`config.mk`:
```
export PLATFORM = sky130hd
export DESIGN_NAME = keyed_power_clock_control
export DESIGN_NICKNAME = d
export VERILOG_FILES = /design/src/hw/clock_power_pkg.sv /design/src/hw/key_window.sv /design/src/hw/wake_timer.sv /design/src/hw/keyed_power_clock_control.sv
export SDC_FILE = /design/constraint.sdc
export NUM_CORES = 1
export LEC_CHECK = 0
export BUFFER_PORTS_ARGS = -buffer_cell sky130_fd_sc_hd__buf_2
export CAP_MARGIN = 40
export CORE_MARGIN = 2
export CORE_UTILIZATION = 54
export CTS_CLUSTER_DIAMETER = 50
export CTS_CLUSTER_SIZE = 10
export DETAILED_ROUTE_END_ITERATION = 10
export GPL_ROUTABILITY_DRIVEN = 1
export HOLD_SLACK_MARGIN = 0.05
export PLACE_DENSITY = 0.8
export SLEW_MARGIN = 20
export SYNTH_ARGS = -nofsm -noshare
export SYNTH_HDL_FRONTEND = slang
export SYNTH_SLANG_ARGS = --single-unit
```
`constraint.sdc`:
```
create_clock -name mclk -period 2.59 [get_ports mclk]
set_clock_uncertainty 0.1 [all_clocks]
set_input_delay 0.259 -clock mclk [delete_from_list [all_inputs] [get_ports mclk]]
set_output_delay 0.259 -clock mclk [all_outputs]
set_load 0.005 [all_outputs]
```
`src/hw/clock_power_pkg.sv`:
```
// Constants, field layouts and types of the keyed power and clock control
package clock_power_pkg;

  // ************************************************************
  // Register map and keys
  // ************************************************************
  localparam logic [31:0] ADDR_POWER_KEY_A   = 32'hffff0404;
  localparam logic [31:0] ADDR_POWER_MODE    = 32'hffff0408;
  localparam logic [31:0] ADDR_POWER_KEY_B   = 32'hffff040c;
  localparam logic [31:0] ADDR_PLL_KEY_A     = 32'hffff0410;
  localparam logic [31:0] ADDR_PLL_SOURCE    = 32'hffff0414;
  localparam logic [31:0] ADDR_PLL_KEY_B     = 32'hffff0418;
  localparam logic [31:0] ADDR_POWER_KEY_C   = 32'hffff0434;
  localparam logic [31:0] ADDR_CLOCK_GATE    = 32'hffff0438;
  localparam logic [31:0] ADDR_POWER_KEY_D   = 32'hffff043c;

  localparam logic [15:0] KEY_POWER_A        = 16'h0001;
  localparam logic [15:0] KEY_POWER_B        = 16'h00f4;
  localparam logic [15:0] KEY_PLL_A          = 16'h00aa;
  localparam logic [15:0] KEY_PLL_B          = 16'h0055;

  // ************************************************************
  // Fields and reset values
  // ************************************************************
  localparam logic [6:0]  MODE_RESET         = 7'h7b;
  localparam logic [3:0]  MODE_ACTIVE        = 4'hf;
  localparam logic [15:0] GATE_RESET         = 16'h0124;
  localparam logic [15:0] GATE_MASK          = 16'h0124;
  localparam int          GATE_PWM_BIT       = 8;
  localparam int          GATE_UART_BIT      = 5;
  localparam int          GATE_SPI_BIT       = 2;
  localparam logic [7:0]  PLL_RESET          = 8'h00;
  localparam logic [7:0]  PLL_MASK           = 8'h07;
  localparam int          PLL_EXT_BIT        = 2;
  localparam logic [1:0]  OSCILLATOR_SELECT_CRYSTAL       = 2'h2;
  localparam logic [2:0]  DIV_FASTEST        = 3'h0;

  // ************************************************************
  // Timing
  // ************************************************************
  localparam int unsigned CLK_PERIOD_NS      = 5;
  localparam int unsigned T_STARTUP_NS       = 130_000_000;
  localparam int unsigned T_WAKE_SHORT_0_NS  = 4_800;
  localparam int unsigned T_WAKE_SHORT_7_NS  = 660_000;
  localparam int unsigned T_WAKE_LONG_0_NS   = 66_000;
  localparam int unsigned T_WAKE_LONG_7_NS   = 900_000;
  localparam int unsigned CYC_STARTUP        = T_STARTUP_NS / CLK_PERIOD_NS;
  localparam int unsigned CYC_WAKE_SHORT_0   =
    T_WAKE_SHORT_0_NS / CLK_PERIOD_NS;
  localparam int unsigned CYC_WAKE_SHORT_7   =
    T_WAKE_SHORT_7_NS / CLK_PERIOD_NS;
  localparam int unsigned CYC_WAKE_LONG_0    = T_WAKE_LONG_0_NS / CLK_PERIOD_NS;
  localparam int unsigned CYC_WAKE_LONG_7    = T_WAKE_LONG_7_NS / CLK_PERIOD_NS;
  localparam int          CNT_W              = 28;
  localparam int          NUM_KEYS           = 3;

  // ************************************************************
  // Types
  // ************************************************************
  typedef struct packed {
    logic       crystal_enable;
    logic       pll_enable;
    logic       peripheral_enable;
    logic       core_enable;
    logic [2:0] core_clock_divider;
  } power_mode_type;

  typedef enum logic [3:0] {
    ST_STARTUP = 4'h1,
    ST_RUN     = 4'h2,
    ST_LOW     = 4'h4,
    ST_WAKE    = 4'h8
  } power_state_type;

endpackage

```
`src/hw/key_window.sv`:
```
// One-write window opened by a correct key write
module key_window (
  input  wire logic mclk,
  input  wire logic rst,
  input  wire logic ce,
  input  wire logic wr_stb,
  input  wire logic key_hit,
  input  wire logic prev_ok,
  output logic      armed
);

  logic armed_ff;
  wire  nxt_armed = key_hit & prev_ok;

  // Any write closes or reopens the window; reads never touch it
  always_ff @(posedge mclk) begin
    if (rst) begin
      armed_ff <= 1'b0;
    end else if (ce && wr_stb) begin
      armed_ff <= nxt_armed;
    end
  end

  assign armed = armed_ff;

endmodule

```
`src/hw/wake_timer.sv`:
```
// Down counter for start-up and wake-up latency
module wake_timer import clock_power_pkg::*; #(
  parameter logic [CNT_W-1:0] RESET_CYCLES = '0
) (
  input  wire logic             mclk,
  input  wire logic             rst,
  input  wire logic             ce,
  input  wire logic             load,
  input  wire logic [CNT_W-1:0] load_cycles,
  output logic                  done
);

  logic [CNT_W-1:0] count_ff;
  wire  [CNT_W-1:0] nxt_count = load ? load_cycles :
                                (count_ff != '0) ? count_ff - 1'b1 : count_ff;

  always_ff @(posedge mclk) begin
    if (rst) begin
      count_ff <= RESET_CYCLES;
    end else if (ce) begin
      count_ff <= nxt_count;
    end
  end

  assign done = (count_ff == '0);

endmodule

```
`src/hw/keyed_power_clock_control.sv`:
```
// Keyed power mode and PLL source control, with an unkeyed peripheral clock gate
//
// The strobed register port is this design's own decision.
module keyed_power_clock_control import clock_power_pkg::*; #(
  parameter int unsigned STARTUP_CYCLES      = CYC_STARTUP,
  parameter int unsigned WAKE_SHORT_7_CYCLES = CYC_WAKE_SHORT_7,
  parameter int unsigned WAKE_LONG_0_CYCLES  = CYC_WAKE_LONG_0,
  parameter int unsigned WAKE_LONG_7_CYCLES  = CYC_WAKE_LONG_7
) (
  input  wire logic        mclk,
  input  wire logic        rst,
  input  wire logic        ce,
  input  wire logic [31:0] reg_addr,
  input  wire logic [15:0] reg_wdata,
  input  wire logic        reg_wr,
  input  wire logic        reg_rd,
  output logic      [15:0] reg_rdata,
  input  wire logic [3:0]  irq_in,
  output logic      [3:0]  irq_out,
  output logic             pwm_clock_enable,
  output logic             serial_port_clock_enable,
  output logic             two_wire_spi_clock_enable,
  output logic             crystal_enable,
  output logic             pll_enable,
  output logic             peripheral_enable,
  output logic             core_enable,
  output logic      [2:0]  core_clock_divider,
  output logic             ext_clock_select,
  output logic             crystal_select
);

  // ************************************************************
  // Address decode
  // ************************************************************
  wire hit_mode  = (reg_addr == ADDR_POWER_MODE);
  wire hit_gate  = (reg_addr == ADDR_CLOCK_GATE);
  wire hit_pll   = (reg_addr == ADDR_PLL_SOURCE);
  wire hit_pllkb = (reg_addr == ADDR_PLL_KEY_B);
  wire hit_key   = (reg_addr == ADDR_POWER_KEY_A) ||
                   (reg_addr == ADDR_POWER_KEY_B) ||
                   (reg_addr == ADDR_POWER_KEY_C) ||
                   (reg_addr == ADDR_POWER_KEY_D) ||
                   (reg_addr == ADDR_PLL_KEY_A)   || hit_pllkb;
  wire wr_en     = ce & reg_wr;

  // ************************************************************
  // Key windows
  // ************************************************************
  localparam logic [31:0] KEY_ADDR [NUM_KEYS] =
    '{ADDR_POWER_KEY_A, ADDR_POWER_KEY_B, ADDR_PLL_KEY_A};
  localparam logic [15:0] KEY_VAL [NUM_KEYS] =
    '{KEY_POWER_A, KEY_POWER_B, KEY_PLL_A};

  logic [NUM_KEYS-1:0] armed;

  genvar k;
  generate
    for (k = 0; k < NUM_KEYS; k++) begin : g_key
      // Power key b only counts right after power key a
      wire prev_ok = (k == 1) ? armed[0] : 1'b1;
      key_window u_key (
        .mclk    (mclk),
        .rst     (rst),
        .ce      (ce),
        .wr_stb  (reg_wr),
        .key_hit ((reg_addr == KEY_ADDR[k]) && (reg_wdata == KEY_VAL[k])),
        .prev_ok (prev_ok),
        .armed   (armed[k])
      );
    end
  endgenerate

  logic pll_pend_ff;

  wire mode_ok   = wr_en & hit_mode & armed[1];
  wire pll_stage = wr_en & hit_pll & armed[2];
  wire pll_ok    = wr_en & hit_pllkb & pll_pend_ff &
                   (reg_wdata == KEY_PLL_B);

  // ************************************************************
  // Registers
  // ************************************************************
  power_mode_type  mode_ff;
  power_mode_type  nxt_mode;
  logic [15:0]     gate_ff;
  logic [7:0]      pll_ff;
  logic [7:0]      pll_data_ff;
  logic [15:0]     rdata_ff;
  logic [3:0]      irq_ff;
  logic            core_run_ff;
  power_state_type state_ff;
  power_state_type nxt_state;

  wire in_low    = (state_ff == ST_LOW);
  wire wake_evt  = in_low & (|irq_in);
  wire low_req   = ~mode_ff.core_enable;

  // Wake bits win over a concurrent mode write
  always_comb begin
    nxt_mode = mode_ff;
    if (mode_ok) begin
      nxt_mode = power_mode_type'(reg_wdata[6:0]);
    end
    if (wake_evt) begin
      nxt_mode.pll_enable        = 1'b1;
      nxt_mode.peripheral_enable = 1'b1;
      nxt_mode.core_enable       = 1'b1;
    end
  end

  always_ff @(posedge mclk) begin
    if (rst) begin
      mode_ff <= power_mode_type'(MODE_RESET);
      gate_ff <= GATE_RESET;
      pll_ff  <= PLL_RESET;
    end else if (ce) begin
      mode_ff <= nxt_mode;
      if (reg_wr && hit_gate) begin
        gate_ff <= reg_wdata & GATE_MASK;
      end
      if (pll_ok) begin
        pll_ff <= pll_data_ff;
      end
    end
  end

  // Staged PLL value dies on any other write
  always_ff @(posedge mclk) begin
    if (rst) begin
      pll_pend_ff <= 1'b0;
      pll_data_ff <= PLL_RESET;
    end else if (wr_en) begin
      pll_pend_ff <= pll_stage;
      if (pll_stage) begin
        pll_data_ff <= reg_wdata[7:0] & PLL_MASK;
      end
    end
  end

  // ************************************************************
  // Power state and wake latency
  // ************************************************************
  // Divider codes 1 to 6 take the slow figure: safe upper bound
  wire long_wake = ~mode_ff.pll_enable;
  wire fast_div  = (mode_ff.core_clock_divider == DIV_FASTEST);
  wire [CNT_W-1:0] wake_cycles =
    long_wake ? (fast_div ? CNT_W'(WAKE_LONG_0_CYCLES)
                          : CNT_W'(WAKE_LONG_7_CYCLES))
              : (fast_div ? CNT_W'(CYC_WAKE_SHORT_0)
                          : CNT_W'(WAKE_SHORT_7_CYCLES));
  logic timer_done;

  wake_timer #(
    .RESET_CYCLES (CNT_W'(STARTUP_CYCLES))
  ) u_timer (
    .mclk        (mclk),
    .rst         (rst),
    .ce          (ce),
    .load        (wake_evt),
    .load_cycles (wake_cycles),
    .done        (timer_done)
  );

  always_comb begin
    nxt_state = state_ff;
    unique case (state_ff)
      ST_STARTUP: if (timer_done) nxt_state = ST_RUN;
      ST_RUN:     if (low_req) nxt_state = ST_LOW;
      ST_LOW:     if (wake_evt) nxt_state = ST_WAKE;
      ST_WAKE:    if (timer_done) nxt_state = ST_RUN;
      default:    nxt_state = ST_STARTUP;
    endcase
  end

  always_ff @(posedge mclk) begin
    if (rst) begin
      state_ff    <= ST_STARTUP;
      core_run_ff <= 1'b0;
      irq_ff      <= 4'h0;
    end else if (ce) begin
      state_ff    <= nxt_state;
      core_run_ff <= (nxt_state == ST_RUN) & nxt_mode.core_enable;
      irq_ff      <= irq_in;
    end
  end

  // ************************************************************
  // Read port
  // ************************************************************
  wire [15:0] rd_value =
    hit_mode ? {9'h000, mode_ff} :
    hit_gate ? gate_ff :
    hit_pll  ? {8'h00, pll_ff} : 16'h0000;

  always_ff @(posedge mclk) begin
    if (rst) begin
      rdata_ff <= 16'h0000;
    end else if (ce) begin
      rdata_ff <= reg_rd ? rd_value : 16'h0000;
    end
  end

  // ************************************************************
  // Outputs
  // ************************************************************
  assign reg_rdata                 = rdata_ff;
  assign irq_out                   = irq_ff;
  assign pwm_clock_enable          = gate_ff[GATE_PWM_BIT];
  assign serial_port_clock_enable  = gate_ff[GATE_UART_BIT];
  assign two_wire_spi_clock_enable = gate_ff[GATE_SPI_BIT];
  assign crystal_enable            = mode_ff.crystal_enable;
  assign pll_enable                = mode_ff.pll_enable;
  assign peripheral_enable         = mode_ff.peripheral_enable;
  assign core_enable               = core_run_ff;
  assign core_clock_divider        = mode_ff.core_clock_divider;
  assign ext_clock_select          = pll_ff[PLL_EXT_BIT];
  assign crystal_select            = (pll_ff[1:0] == OSCILLATOR_SELECT_CRYSTAL);
endmodule

```
==> impl_metrics.toml <==
[run_status]
outcome = "finished clean"

[cts]
cts_buffer_depth = 2
cts_tree = "yes"
cts_root_buf = "clkbuf_8"
cts_inserted_buffers = 9
cts_setup_buffers = 0
clock-sinks = 65
clkLatencyLatePin_ps = 350
cts_resized = 0
clk_pin_slew_ps = 70
cts_hold_buf = 0
htree_levels = 3

[power]
power_density_mw_per_mm2 = 473
p_leak_nw = 1.65
ir_drop_mv = 0.287

[sta]
whs_ps = 62.5
slew_headroom = 0.604
min_period_over_period = 0.944
report.final.hold_viol_count = 0
final_max_slew_viol_count = 0
finalCriticalPeriod_ps = 2450
finalSetupViolCount = 0
fmax_mhz = 409
worst_pin_slew_ps = 590
rsz0062_at_grt = "yes"

[yosys]
yosysTopAreaCellShare = 0.344
yosysSeqAreaShare = 0.344
yosys.cell_types.count = 77
ys_ff_latch = 65
synth_ff_type = "dfxtp_1"
yosysWarningCount = 0
synth-edff-count = 0
syn_area_mm2 = 0.00378
synth_area_leaders = "dfxtp_1 (34%), a21oi_1 (4.6%), nand2_1 (4.2%), mux2i_1 (3.7%), nand4_1 (3.3%)"
yosys.area.top_type = "dfxtp_1"
async_reset_ff_frac = 0
avgSynthCellArea_um2 = 8.36
synth_cells = 452

[floorplanning]
core-area_mm2 = 0.00679
io_pins = 89
die_area_mm2 = 0.00769
fp.dieW_um = 87.7
initial_core_util = 0.556
std_cell_rows = 30
die_y_um = 87.7

[place]
globalplace.congestion = 0.939
place_area_mm2 = 0.00425
hpwl_um = 7610
io_buffers = 80

[worst_setup_path]
worstPathMaxFanout = 8
r2r-end = "u_timer.count_ff[22]"
cp.arrival_ps = 2630
path_class = "reg -> reg"
crit_start = "u_timer.count_ff[0]"
rrSetupSlack_ps = 140
cp-start-kind = "register"
end_kind = "register"
required_ps = 2770
ff2ff_path_depth = 7
cp-endpoint = "u_timer.count_ff[22]"
r2r_start = "u_timer.count_ff[0]"

[cells_and_area]
nFillCells = 586
nets = 590
final_core_util = 0.653
seqCellArea_mm2 = 0.00130
drive_gt1_frac = 0.265
syn_to_final_growth_pct = 17.3
multiInputGateArea_mm2 = 0.00224
final_area_mm2 = 0.00443
n_antenna_cell = 0

[global_route]
grt_antenna_before_repair = 0
grt_max_degree = 33
grt_pass1_wl_um = 16400
grt_pass1_vias = 3491
overflow = 0
grt_usage = 0.270

[detailed_routing]
wirelength_um = 10100
drc = 0
num_vias = 3787
drt_iter0_drc = 265
drt-pass1-iter-count = 5
avgRoutedWirePerCell_um = 16.0
ant_nets = 0
via_per_inst = 5.99

[worst_hold_path]
hold_path_class = "in -> reg"

[run]
max_cap_viol_count = 0
## how the worst min path moves through the flow
stage,endpoint,depth (start not counted),from
after floorplan,peripheral_enable,2,reg_wdata[4]
after global placement,reg_rdata[1],2,reg_rdata[1]
after detailed placement,g_key[1].u_key.armed,2,g_key[1].u_key.armed
after CTS,irq_out[0],3,irq_in[0]
after global routing,irq_out[0],3,irq_in[0]
final,irq_out[0],3,irq_in[0]
## power by group
group / switching (mW) / internal [mW]
Combinational: 0.138 / 0.108
Clock: 0.385 / 0.419
Sequential: 0.0242 / 1.02
Total: 0.548 / 1.55
## state kept, by name, summed over array words and instances, names as in the netlist, 4 cells and up
signal,cells
reg_rdata,8
u_timer.count_ff,28
irq_out,4
state_ff,4
## per-layer routing
layer,vias to the layer above,share of wire,GRT usage
met3,18,0.054,0.0528
met1,1762,0.42,0.327
li1,1857,-,-
met4,0,0.021,0.0951
met5,-,0,0
met2,150,0.50,0.476
## stage by stage
stage | setup slack (ps) | TNS, ps | power, mW | std cells
6_report | 144 | 0 | 2.10 | 632
5_1_grt | -32.5 | -64.8 | 2.18 | 632
4_1_cts | 110 | 0 | 2.10 | 632
3_5_place_dp | 110 | 0 | 1.31 | 617
3_3_place_gp | 169 | 0 | 1.30 | 617
2_1_floorplan | 332 | 0 | 1.22 | 459
## cell type report
type	count	share of cell area
clock buffer	13	0.0381
sequential	65	0.293
multi-input combinational	346	0.506
tap	96	0.0271
inverter	10	0.00847
clock inverter	2	0.00282
timing repair buffer	100	0.124
## critical path: stages, from the launching register on
cell,delay [ps]
dfxtp_1,330
inv_1,80
ha_1,210
nor4b_2,370
and4_2,430
o211ai_2,210
or4_1,500
a21oi_1,140
## Yosys cell counts (all sizes together), types with 12 or more instances
cell    instances
a21oi          35
nor2           34
nand4          20
nor4           16
or4            14
nand2          42
o21ai          23
clkbuf         13
buf            23
nor3           12
dfxtp          65
mux2i          14
nand3          16
o31ai          13
## cells in the final DEF, fill, tap and decap left out, drive strengths merged, types with 7 or more instances in the layout
master  instances
a21oi          35
buf           100
clkbuf         13
conb            8
dfxtp          65
inv            10
mux2i          14
nand2          42
nand3          16
nand4          20
nor2           34
nor3           12
nor3b           7
nor4           16
o21ai          23
o31ai          13
or3             9
or4            14
## cells by family after synthesis
kind of cell               count (synthesis)  synth area share
and+or+nand+nor                          205             0.327
AOI/OAI and AO/OA                        111             0.201
DFF                                       65             0.344
buffers and inverters                     48            0.0698
muxes                                     15            0.0401
xor gates and xnor gates                   6            0.0139
adders and majority gates                  1           0.00331
other                                      1          0.000992
Note: power is estimated with default switching activity, not from simulation.
